**config.mk**
```make
export PLATFORM = sky130hd
export DESIGN_NAME = mcie_core
export DESIGN_NICKNAME = d
export VERILOG_FILES = /design/src/hw/mcie_pkg.sv /design/src/hw/mcie_regfile.sv /design/src/hw/mcie_core.sv
export VERILOG_INCLUDE_DIRS = /design/src /design/src/hw
export SDC_FILE = /design/constraint.sdc
export NUM_CORES = 2
export LEC_CHECK = 0
export BUFFER_PORTS_ARGS = -buffer_cell sky130_fd_sc_hd__buf_4
export CORE_MARGIN = 8
export CORE_UTILIZATION = 55
export DETAILED_ROUTE_END_ITERATION = 16
export HOLD_SLACK_MARGIN = 0.05
export PLACE_DENSITY = 0.71
export SYNTH_ARGS = -nofsm -noshare
export SYNTH_HDL_FRONTEND = slang
export SYNTH_SLANG_ARGS = --single-unit
```
**constraint.sdc**
```tcl
create_clock -name i_clk -period 43.7 [get_ports i_clk]
set_input_delay 6.555 -clock i_clk [delete_from_list [all_inputs] [get_ports i_clk]]
set_output_delay 6.555 -clock i_clk [all_outputs]
set_load 0.01 [all_outputs]
```
**src/hw/mcie_regs.svh**
```systemverilog
/*
 * Opcode fields, opcode values, reset values and steps of the core.
 * Assumes it is included by bare name after the package.
 */
`ifndef MCIE_REGS_SVH
`define MCIE_REGS_SVH

// ****************************************
// Instruction fields
// ****************************************
`define MCIE_F_CLS   13:12
`define MCIE_F_SUB   11:8
`define MCIE_F_DST   7
`define MCIE_F_BSEL  9:7
`define MCIE_F_BKIND 11:10
`define MCIE_F_JSEL  11
`define MCIE_F_AHI   15:14
`define MCIE_F_ALO   6:0
`define MCIE_F_KLO   10:0
`define MCIE_F_LIT   7:0
`define MCIE_F_NIB   3:0
`define MCIE_NIB_CY  4
`define MCIE_BYTE_CY 8

// ****************************************
// Opcode classes and sub-operations
// ****************************************
`define MCIE_CLS_BYTE 2'h0
`define MCIE_CLS_LIT  2'h1
`define MCIE_CLS_JMP  2'h2
`define MCIE_CLS_BIT  2'h3
`define MCIE_B_CLR    4'h1
`define MCIE_B_DEC    4'h3
`define MCIE_B_IOR    4'h4
`define MCIE_B_AND    4'h5
`define MCIE_B_ADD    4'h7
`define MCIE_B_MOV    4'h8
`define MCIE_B_COM    4'h9
`define MCIE_B_INC    4'ha
`define MCIE_B_DECSZ  4'hb
`define MCIE_B_INCSZ  4'hf
`define MCIE_L_IOR    4'ha
`define MCIE_L_AND    4'hb
`define MCIE_L_ADD    4'hc
`define MCIE_WDT_WORD 16'h1e04
`define MCIE_J_CALL   1'h0
`define MCIE_K_CLR    2'h0
`define MCIE_K_SET    2'h1
`define MCIE_K_SKLO   2'h2
`define MCIE_K_SKHI   2'h3

// ****************************************
// Reset values and steps
// ****************************************
`define MCIE_PC_RST   13'h0000
`define MCIE_PC_STEP  13'h0001
`define MCIE_PC_SKIP  13'h0002
`define MCIE_BYTE_0   8'h00
`define MCIE_BYTE_1   8'h01
`define MCIE_IR_RST   16'h0000
`define MCIE_FLAG_RST 1'h0
`define MCIE_WDF_RST  1'h1

`endif

```
**src/hw/mcie_pkg.sv**
```systemverilog
/*
 * Types of the instruction execution core.
 * Assumes nothing beyond a SystemVerilog compiler.
 */
package mcie_pkg;
  typedef logic [7:0]  mcie_byte_t;
  typedef logic [8:0]  mcie_addr_t;
  typedef logic [12:0] mcie_pc_t;
  typedef logic [15:0] mcie_word_t;
  // Gray codes along fetch, execute, discarded slot
  typedef enum logic [1:0] {
    MCIE_ST_FETCH  = 2'h0,
    MCIE_ST_EXEC   = 2'h1,
    MCIE_ST_SKIP_A = 2'h3,
    MCIE_ST_SKIP_B = 2'h2
  } mcie_state_t;
endpackage : mcie_pkg

```
**src/hw/mcie_regfile.sv**
```systemverilog
/*
 * 512 x 8 register file with one write port and a registered read.
 * Assumes a single clock; read data appear one edge after the address.
 */
`timescale 1ns/100ps
`include "mcie_regs.svh"
module mcie_regfile (
  input  wire logic               i_clk,
  input  wire logic               i_reset,
  input  wire logic               i_we,
  input  wire mcie_pkg::mcie_addr_t i_waddr,
  input  wire mcie_pkg::mcie_byte_t i_wdata,
  input  wire mcie_pkg::mcie_addr_t i_raddr,
  output mcie_pkg::mcie_byte_t      o_rdata
);
  mcie_pkg::mcie_byte_t mem [512];

  // ****************************************
  // Storage
  // ****************************************
  // Contents are not reset, as in a real register RAM
  always_ff @(posedge i_clk) begin
    if (i_we) begin
      mem[i_waddr] <= i_wdata;
    end
  end

  always_ff @(posedge i_clk) begin
    if (i_reset) begin
      o_rdata <= `MCIE_BYTE_0;
    end else begin
      o_rdata <= mem[i_raddr];
    end
  end
endmodule : mcie_regfile

```
**src/hw/mcie_core.sv**
```systemverilog
/*
 * Decode and execute core for the arithmetic, logic, bit, skip,
 * call and jump instructions of an 8-bit microcontroller.
 * Assumes program memory shows the word at o_pc while o_fetch is high,
 * and that the return stack and watchdog counter live outside.
 */
// Functional notes
// - Add literal adds k to accumulator, updates carry, nibble carry, zero
// - Add register sums accumulator and register into destination, updates C, DC, Z
// - AND literal ands accumulator with k, only zero flag changes
// - AND register ands into destination, only zero flag changes
// - Bit clear forces selected register bit low, flags untouched
// - Bit set forces selected register bit high, flags untouched
// - Skip if bit low discards next instruction when bit is zero
// - Skip if bit high discards next instruction when bit is one
// - Zero register writes 00h to register and sets zero flag
// - Zero accumulator writes 00h to accumulator and sets zero flag
// - Watchdog kick clears watchdog counter and updates expiry and sleep flags
// - Invert complements register into destination, updates zero flag
// - Decrement lowers register by one into destination, zero flag only
// - Decrement skip zero leaves flags, discards next instruction on zero
// - Increment raises register by one into destination, updates zero flag
// - Increment skip zero leaves flags, discards next instruction on zero
// - OR literal ors accumulator with k, updates zero flag
// - OR register ors into destination, updates zero flag
// - Call pushes PC plus one, loads 13-bit target, two cycles
// - Jump loads 13-bit target, stack untouched, two cycles
// - Copy register moves register to destination, updates zero flag
`timescale 1ns/100ps
`include "mcie_regs.svh"
module mcie_core (
  input  wire logic                 i_clk,
  input  wire logic                 i_reset,
  input  wire mcie_pkg::mcie_word_t i_instr,
  output logic                      o_fetch,
  output mcie_pkg::mcie_pc_t        o_pc,
  output logic                      o_push,
  output mcie_pkg::mcie_pc_t        o_push_addr,
  output logic                      o_wdt_clear,
  output mcie_pkg::mcie_byte_t      o_acc,
  output logic                      o_carry,
  output logic                      o_nibble_carry_flag,
  output logic                      o_zero,
  output logic                      o_watchdog_expiry_flag,
  output logic                      o_sleep_flag
);
  mcie_pkg::mcie_state_t st;
  mcie_pkg::mcie_word_t  ir;
  mcie_pkg::mcie_byte_t  rf_rd;
  mcie_pkg::mcie_byte_t  opnd;
  mcie_pkg::mcie_byte_t  lit;
  mcie_pkg::mcie_byte_t  bmask;
  mcie_pkg::mcie_byte_t  next_res;
  mcie_pkg::mcie_addr_t  raddr;
  mcie_pkg::mcie_addr_t  waddr;
  mcie_pkg::mcie_pc_t    ktgt;
  logic [8:0]            sum;
  logic [4:0]            nsum;
  logic [1:0]            cls;
  logic [3:0]            sub;
  logic                  dst;
  logic                  ex;
  logic                  bit_val;
  logic                  wr_acc;
  logic                  wr_f;
  logic                  upd_z;
  logic                  upd_c;
  logic                  skip;
  logic                  jump;
  logic                  push;
  logic                  wdt;

  // ****************************************
  // Field extraction
  // ****************************************
  assign ex    = (st == mcie_pkg::MCIE_ST_EXEC);
  assign cls   = ir[`MCIE_F_CLS];
  assign sub   = ir[`MCIE_F_SUB];
  assign dst   = ir[`MCIE_F_DST];
  assign lit   = ir[`MCIE_F_LIT];
  assign ktgt  = {ir[`MCIE_F_AHI], ir[`MCIE_F_KLO]};
  // Read address comes from the incoming word so data are ready in execute
  assign raddr = {i_instr[`MCIE_F_AHI], i_instr[`MCIE_F_ALO]};
  assign waddr = {ir[`MCIE_F_AHI], ir[`MCIE_F_ALO]};
  assign o_fetch = (st == mcie_pkg::MCIE_ST_FETCH);

  // One select line per bit of the operand
  generate
    for (genvar g = 0; g < 8; g++) begin : g_bmask
      assign bmask[g] = (ir[`MCIE_F_BSEL] == 3'(g));
    end
  endgenerate
  assign bit_val = |(rf_rd & bmask);

  // ****************************************
  // Adder
  // ****************************************
  assign opnd = (cls == `MCIE_CLS_LIT) ? lit : rf_rd;
  assign sum  = {1'b0, o_acc} + {1'b0, opnd};
  assign nsum = {1'b0, o_acc[`MCIE_F_NIB]} + {1'b0, opnd[`MCIE_F_NIB]};

  mcie_regfile u_rf (
    .i_clk   (i_clk),
    .i_reset (i_reset),
    .i_we    (wr_f),
    .i_waddr (waddr),
    .i_wdata (next_res),
    .i_raddr (raddr),
    .o_rdata (rf_rd)
  );

  // ****************************************
  // Decode and execute
  // ****************************************
  always_comb begin
    next_res = rf_rd;
    wr_acc   = 1'b0;
    wr_f     = 1'b0;
    upd_z    = 1'b0;
    upd_c    = 1'b0;
    skip     = 1'b0;
    jump     = 1'b0;
    push     = 1'b0;
    wdt      = 1'b0;
    if (ex) begin
      case (cls)
        `MCIE_CLS_BYTE: begin
          // Destination bit picks accumulator or register
          wr_acc = !dst;
          wr_f   = dst;
          upd_z  = 1'b1;
          case (sub)
            `MCIE_B_CLR: next_res = `MCIE_BYTE_0;
            `MCIE_B_ADD: begin
              next_res = sum[7:0];
              upd_c    = 1'b1;
            end
            `MCIE_B_AND: next_res = o_acc & rf_rd;
            `MCIE_B_IOR: next_res = o_acc | rf_rd;
            `MCIE_B_COM: next_res = ~rf_rd;
            `MCIE_B_DEC: next_res = rf_rd - `MCIE_BYTE_1;
            `MCIE_B_INC: next_res = rf_rd + `MCIE_BYTE_1;
            `MCIE_B_MOV: next_res = rf_rd;
            `MCIE_B_DECSZ: begin
              next_res = rf_rd - `MCIE_BYTE_1;
              upd_z    = 1'b0;
              skip     = (next_res == `MCIE_BYTE_0);
            end
            `MCIE_B_INCSZ: begin
              next_res = rf_rd + `MCIE_BYTE_1;
              upd_z    = 1'b0;
              skip     = (next_res == `MCIE_BYTE_0);
            end
            default: begin
              // Opcodes outside this core behave as no-operations
              wr_acc = 1'b0;
              wr_f   = 1'b0;
              upd_z  = 1'b0;
            end
          endcase
        end
        `MCIE_CLS_LIT: begin
          wr_acc = 1'b1;
          upd_z  = 1'b1;
          case (sub)
            `MCIE_L_ADD: begin
              next_res = sum[7:0];
              upd_c    = 1'b1;
            end
            `MCIE_L_AND: next_res = o_acc & lit;
            `MCIE_L_IOR: next_res = o_acc | lit;
            default: begin
              wr_acc = 1'b0;
              upd_z  = 1'b0;
              wdt    = (ir == `MCIE_WDT_WORD);
            end
          endcase
        end
        `MCIE_CLS_JMP: begin
          jump = 1'b1;
          push = (ir[`MCIE_F_JSEL] == `MCIE_J_CALL);
        end
        `MCIE_CLS_BIT: begin
          case (ir[`MCIE_F_BKIND])
            `MCIE_K_CLR: begin
              next_res = rf_rd & ~bmask;
              wr_f     = 1'b1;
            end
            `MCIE_K_SET: begin
              next_res = rf_rd | bmask;
              wr_f     = 1'b1;
            end
            `MCIE_K_SKLO: skip = !bit_val;
            default:      skip = bit_val;
          endcase
        end
        default: begin
          skip = 1'b0;
        end
      endcase
    end
  end

  // ****************************************
  // Sequencer and program counter
  // ****************************************
  // Skips and branches spend a second instruction slot doing nothing
  always_ff @(posedge i_clk) begin
    if (i_reset) begin
      st <= mcie_pkg::MCIE_ST_FETCH;
    end else begin
      case (st)
        mcie_pkg::MCIE_ST_FETCH:  st <= mcie_pkg::MCIE_ST_EXEC;
        mcie_pkg::MCIE_ST_EXEC: begin
          if (skip || jump) begin
            st <= mcie_pkg::MCIE_ST_SKIP_A;
          end else begin
            st <= mcie_pkg::MCIE_ST_FETCH;
          end
        end
        mcie_pkg::MCIE_ST_SKIP_A: st <= mcie_pkg::MCIE_ST_SKIP_B;
        mcie_pkg::MCIE_ST_SKIP_B: st <= mcie_pkg::MCIE_ST_FETCH;
        default:                  st <= mcie_pkg::MCIE_ST_FETCH;
      endcase
    end
  end

  // The skipped word is never fetched: the counter steps over it at once
  always_ff @(posedge i_clk) begin
    if (i_reset) begin
      o_pc <= `MCIE_PC_RST;
    end else if (ex) begin
      if (jump) begin
        o_pc <= ktgt;
      end else if (skip) begin
        o_pc <= o_pc + `MCIE_PC_SKIP;
      end else begin
        o_pc <= o_pc + `MCIE_PC_STEP;
      end
    end
  end

  always_ff @(posedge i_clk) begin
    if (i_reset) begin
      ir <= `MCIE_IR_RST;
    end else if (o_fetch) begin
      ir <= i_instr;
    end
  end

  // ****************************************
  // Accumulator and flags
  // ****************************************
  always_ff @(posedge i_clk) begin
    if (i_reset) begin
      o_acc <= `MCIE_BYTE_0;
    end else if (wr_acc) begin
      o_acc <= next_res;
    end
  end

  always_ff @(posedge i_clk) begin
    if (i_reset) begin
      o_zero <= `MCIE_FLAG_RST;
    end else if (upd_z) begin
      o_zero <= (next_res == `MCIE_BYTE_0);
    end
  end

  always_ff @(posedge i_clk) begin
    if (i_reset) begin
      o_carry             <= `MCIE_FLAG_RST;
      o_nibble_carry_flag <= `MCIE_FLAG_RST;
    end else if (upd_c) begin
      o_carry             <= sum[`MCIE_BYTE_CY];
      o_nibble_carry_flag <= nsum[`MCIE_NIB_CY];
    end
  end

  // ****************************************
  // Stack push and watchdog side effects
  // ****************************************
  always_ff @(posedge i_clk) begin
    if (i_reset) begin
      o_push      <= 1'b0;
      o_push_addr <= `MCIE_PC_RST;
      o_wdt_clear <= 1'b0;
    end else begin
      o_push      <= push;
      o_wdt_clear <= wdt;
      if (push) begin
        o_push_addr <= o_pc + `MCIE_PC_STEP;
      end
    end
  end

  // Both status bits read as one after a kick, the usual awake state
  always_ff @(posedge i_clk) begin
    if (i_reset) begin
      o_watchdog_expiry_flag <= `MCIE_WDF_RST;
      o_sleep_flag           <= `MCIE_WDF_RST;
    end else if (wdt) begin
      o_watchdog_expiry_flag <= 1'b1;
      o_sleep_flag           <= 1'b1;
    end
  end

  logic op_addl;
  logic op_andl;
  logic op_zero_accumulator_op;
  logic op_cnt_sz;
  assign op_addl   = ex && (cls == `MCIE_CLS_LIT) && (sub == `MCIE_L_ADD);
  assign op_andl   = ex && (cls == `MCIE_CLS_LIT) && (sub == `MCIE_L_AND);
  assign op_zero_accumulator_op   = ex && (cls == `MCIE_CLS_BYTE) && (sub == `MCIE_B_CLR) && !dst;
  assign op_cnt_sz = ex && (cls == `MCIE_CLS_BYTE) && ((sub == `MCIE_B_DECSZ) || (sub == `MCIE_B_INCSZ));
endmodule : mcie_core

```
# Word-level counts from Yosys, hierarchy flattened
# Memory sizes are Yosys's and may differ from the RTL's. A register that Yosys moved wholly into a read port is not among the register bits.
# Index checks and enable logic that the tools add are counted.
dict set report op_classes {
  n_eq_ne 27
  n_reduce_logical 18
  muxes 35
  n_bitwise 12
  add_sub_neg 6
}
# cell count
set ops {}
lappend ops {{one-hot mux 8 bit (7 select lines)} 1}
lappend ops {{one-hot mux 8 bit (3 select lines)} 2}
lappend ops {{AND 8 bit} 4}
lappend ops {{two-way mux 13 bit} 2}
lappend ops {{equality test 4 bit (second input constant)} 6}
lappend ops {{zero test 8 bit} 3}
lappend ops {{OR 8 bit} 3}
lappend ops {{two-way mux 1 bit} 18}
lappend ops {{equality test 16 x 13 -> 1 bit (second input constant)} 1}
lappend ops {{two-way mux 8 bit} 2}
lappend ops {{inverter 8 bit} 2}
lappend ops {{one-hot mux 8 bit (2 select lines)} 1}
lappend ops {{OR reduction 8 bit} 2}
lappend ops {{one-hot mux 1 bit (2 select lines)} 7}
lappend ops {{adder 13 x 1 -> 13 bit (second input constant)} 1}
lappend ops {{adder 13 x 2 -> 13 bit (second input constant)} 1}
lappend ops {{equality test 3 bit (second input constant)} 4}
lappend ops {{equality test 4 x 3 -> 1 bit (second input constant)} 3}
lappend ops {{equality test 2 bit (second input constant)} 5}
lappend ops {{OR reduction 10 bit} 1}
lappend ops {{adder 8 x 8 -> 9 bit} 1}
lappend ops {{adder 8 x 1 -> 8 bit (second input constant)} 1}
lappend ops {{one-hot mux 2 bit (4 select lines)} 1}
lappend ops {{subtractor 8 x 1 -> 8 bit (second input constant)} 1}
lappend ops {{15 further kinds} 25}
dict set report totals {
  regBits 57
  input_bits 18
  ramBits 4096
  wordCells 109
  out_inout_bits 42
  mem_count 1
}
# memory words word_bits read_ports rd_ports_with_merged_regs wr line
set memory_table {}
lappend memory_table {u_rf.mem 512 8 1 1 1 mcie_regfile.sv:16} ;# mcie_pkg::mcie_byte_t mem [512];

# Longest topological paths before layout
dict set report logic_depth {
  depth_word 10
  mapped_depth 16
  ltp_nobuf 14
}

# By module
# A second synthesis with hierarchy kept.
dict set report unflattened {
  cells_unflattened 8436
  area_unflattened_um2 165915.4
}
# mod cells_per_inst n_inst area_per_inst_um2 seq_area_each_um2
set modules_own_cells {}
lappend modules_own_cells {mcie_regfile 7689 1 160544.0 123158.1}
lappend modules_own_cells {mcie_core 747 1 5371.4 1141.1}

# Worst setup path before layout
# OpenSTA, ideal clock, no wires.
dict set report synth_path {
  path_kind {register to register}
  startpoint {register ir[13]}
  endpoint {memory u_rf.mem[0][5] (netlist bit) (data pin)}
  arrival_ns 23.869
  synth_period_minus_slack_ns 28.169
  path_slack_ns 15.531
  n_path_buf 2
  required_time_ns 39.399
  path_stages_with_launch 13
  setup_time_ns 4.301
  path_cell_list {dfxtp_1 -> inv_1 -> ha_1 -> clkbuf_1 -> buf_1 -> mux2_2 -> ha_1 -> o21ai_0 -> or4_1 -> a2111oi_0 -> nor2_1 -> nor4b_1 -> a211oi_1}
}
dict set report synth_via {
  elab_chain_cells 6
  elab_cells_between_ends 9
  classes_between {add/sub: 1; eq/ne: 2; mux: 5; reduce/logical: 1}
}
# element line
set synth_rtl {}
lappend synth_rtl {{start, declared} mcie_core.sv:48} ;# mcie_pkg::mcie_word_t ir;
lappend synth_rtl {{start signal, assigned} mcie_core.sv:245} ;# ir <= `MCIE_IR_RST;
lappend synth_rtl {{start signal, assigned} mcie_core.sv:247} ;# ir <= i_instr;
lappend synth_rtl {{equality test 2 x 1 -> 1 bit} mcie_core.sv:126} ;# case (cls)
lappend synth_rtl {{two-way mux 8 bit} mcie_core.sv:98} ;# assign opnd = (cls == `MCIE_CLS_LIT) ? lit : rf_rd;
lappend synth_rtl {{adder 8 x 8 -> 9 bit} mcie_core.sv:99} ;# assign sum = {1'b0, o_acc} + {1'b0, opnd};
lappend synth_rtl {{one-hot mux 8 bit (7 select lines) / one-hot mux 8 bit (3 select lines) (equally long branches)} {mcie_core.sv:132, mcie_core.sv:165}}
lappend synth_rtl {{one-hot mux 8 bit (3 select lines) *} mcie_core.sv:126}
lappend synth_rtl {{two-way mux 8 bit *} mcie_core.sv:125} ;# if (ex) begin
lappend synth_rtl {{net next_res[5]} mcie_core.sv:53} ;# mcie_pkg::mcie_byte_t next_res;
lappend synth_rtl {{end, declared} mcie_regfile.sv:16}
# Mark *: on every way through the listed nets, which the timed path passes. The rest lies on a longest branch.

==> flow_summary.toml <==
[routing]
drt_wl_total_mm = 403.6
route.vias.total = 80880
routed_via_density = 6.698
drt_iter0_drc = 11720
drtPass1Iterations = 6
final_antenna_net_count = 0
post_drt_wl_per_cell_um = 33.43
drc_errors = 0

[cells_and_area]
fin_nets = 7832
fin_util_pct = 61.14
drive_gt1_share_pct = 24.66
syn2layout_area_growth_pct = 10.67
final_area_um2 = 181300

[clocking]
ctsHoldBuffers = 0
cts_buffers = 405
root_buffer = "clkbuf_16"
clk_latency_ns = 0.96
cts_tree = "built"
htree_levels = 5
cts.repair.resized = 0
clkTransAtPathRegs_ns = 0.06
cts.sinks = 4161
postCtsSetupBuffers = 0
clk_path_buf_depth = 4

[sta]
relSlewSlack_pct = 3.040
worst_clock_skew_ns = 0.04813
finalSetupTns_ns = 0
slew_violations = 0
fin_crit_ns = 12.61
fmax_mhz = 79.33
period_share_pct = 28.85
rsz0062_at_grt = "no"
setup_violations = 0
setup_ws_ns = 31.09
tightestPinTransition_ns = 1.451
hold_viol = 0

[synthesis]
yosys.area.top_type_share_pct = 75.08
async_flop_share_pct = 0
yosysSeqAreaShare_pct = 75.87
syn_area_um2 = 163800
synth_top_flop_cell = "edfxtp_1"
yosys_register_bits = 4161
ys_top_cells_by_area = "edfxtp_1, mux4_2, nor2_1"
synth_edf_count = 4096
syn_avg_cell_area_um2 = 21.40
ys_warn_count = 0
yosys.area.top_type = "edfxtp_1"
synthDistinctLibCells = 82
synth_common_cells = "edfxtp_1, mux4_2, nor2_1"
synth.most_common_cell = "edfxtp_1"
syn_inst = 7654

[run_status]
status = "finished, final reports clean"

[die]
core_area_um2 = 296500
row_count = 200
die_w_um = 561.8
ios = 60
start_util_pct = 55.25
dieArea_um2 = 315600
die_h_um = 561.8

[critical_path]
crit_top_cell = "buf_4"
cp.required_ns = 44.49
critical_path_class = "in2reg"
cp-end-kind = "flip-flop"
critPathLaunchType = "input port"
cpPeakStageDelay_ns = 0.91
critPathTopFamily = "buffers and inverters"
critPathSlowestCell = "buf_4"
path_cells = "buf_16 -> buf_4 -> buf_4 -> buf_4 -> buf_4 -> buf_4 -> mux4_2 -> mux4_2 -> o22ai_1 -> a21oi_1 -> nand2_1 -> o221ai_1"
arrival_ns = 13.40
worst-path-buf-inv = 6
cp_max_fo = 89

[place]
dpl_cell_area_um2 = 168100
place_congestion = 0.8737
dpl.hpwl_mm = 234.5
place_ws_ns = 29.97
port_buffers = 57

[grt]
antenna_found_initial = 21
grt_pass1_vias = 80370
grt_usage_pct = 25.20
overflow = 0
grt_pass1_wl_mm = 580.8
grt_max_degree = 225

[power_and_ir_drop]
power.static_leakage_nw = 56.01
powerDensity_nw_per_um2 = 48.60
power.total_mw = 8.811
vdd_drop_max_uv = 41.16

[min_path]
hold_class = "reg2reg"

[run]
drv_cap = 0
-- per-layer routing --
| layer | up-vias | global-route usage [%] | part of all wire [%] |
|---|---|---|---|
| met5 | - | 0 | 0.024 |
| li1 | 32350 | - | - |
| met2 | 4938 | 39.39 | 47 |
| met4 | 12 | 8.376 | 3.9 |
| met1 | 42850 | 36.31 | 38 |
| met3 | 726 | 4.968 | 10 |
-- worst reg2reg max path, delay by kind of cell (launching register included) --
kind                     cells  cell delay (ns)
flip-flops                   1             0.43
AND/OR/NAND/NOR              2             0.30
buffers and inverters        6             3.55
AO/OA/AOI/OAI                5             2.10
adder cells (fa/ha/maj)      1             0.30
-- path summary, 6_finish.rpt --
check	slack (ns)	start	endpoint	cells after the start
worst max-delay path	31.09	i_instr[0]	u_rf.o_rdata[1]	12
worst min-delay path	0.47	o_push_addr[1]	o_push_addr[1]	2
worst min register to register	0.47	o_push_addr[1]	o_push_addr[1]	2
worst max register to register	36.61	u_rf.o_rdata[1]	u_rf.mem[79][5]	14
-- through the flow --
stage                     hold WS (ns)  std cells
final                           0.4700      12080
after global routing            0.4981      12070
after CTS                       0.4617      12070
after detailed placement        0.4539      11330
after global placement          0.4456      11330
after floorplan                 0.4447       7655
-- kinds of logic (layout without fill, tap and decap cells) --
logic type	after synthesis	count (layout)	synth area share, %
flip-flops	4161	4161	75.87
multiplexers	1339	1339	17.13
AND/OR/NAND/NOR	1107	1107	3.010
buffers and inverters	514	991	1.688
AO/OA/AOI/OAI	486	486	1.996
adder cells (fa/ha/maj)	26	26	0.1955
XOR/XNOR	20	20	0.1069
other	1	6	0.002289
-- report_power, final --
group	internal, mW	switching [mW]
registers	4.64	0.00962
clock network	1.98	1.50
logic	0.166	0.518
-- cells in the final DEF (no fill, tap or decap), types with 65 or more instances in the layout --
master / n
clkbuf_1: 79
edfxtp_1: 4096
mux2i_1: 155
clkinv_1: 109
nor2_1: 616
dfxtp_1: 65
mux4_2: 1169
clkbuf_16: 410
nand2_1: 177
buf_4: 198
clkinv_2: 70
a21oi_1: 89
o22ai_1: 72
-- layout make-up --
| type | instances | area [um2] |
|---|---|---|
| tap | 3939 | 4928 |
| clock buffer | 492 | 10600 |
| inverter | 31 | 138.9 |
| fill | 19840 | 115200 |
| clock inverter | 254 | 2576 |
| timing repair buffer | 214 | 1793 |
| sequential | 4161 | 124300 |
| antenna | 4 | 10.01 |
| multi-input combinational | 2980 | 36970 |
-- flip-flops by register name, summed over array words and instances (netlist names), 2 cells and up --
signal        flops
o_pc             13
u_rf.o_rdata      8
u_rf.mem       4096
o_acc             8
st                2
ir               16
o_push_addr      13
(Power assumes the default switching activity.)
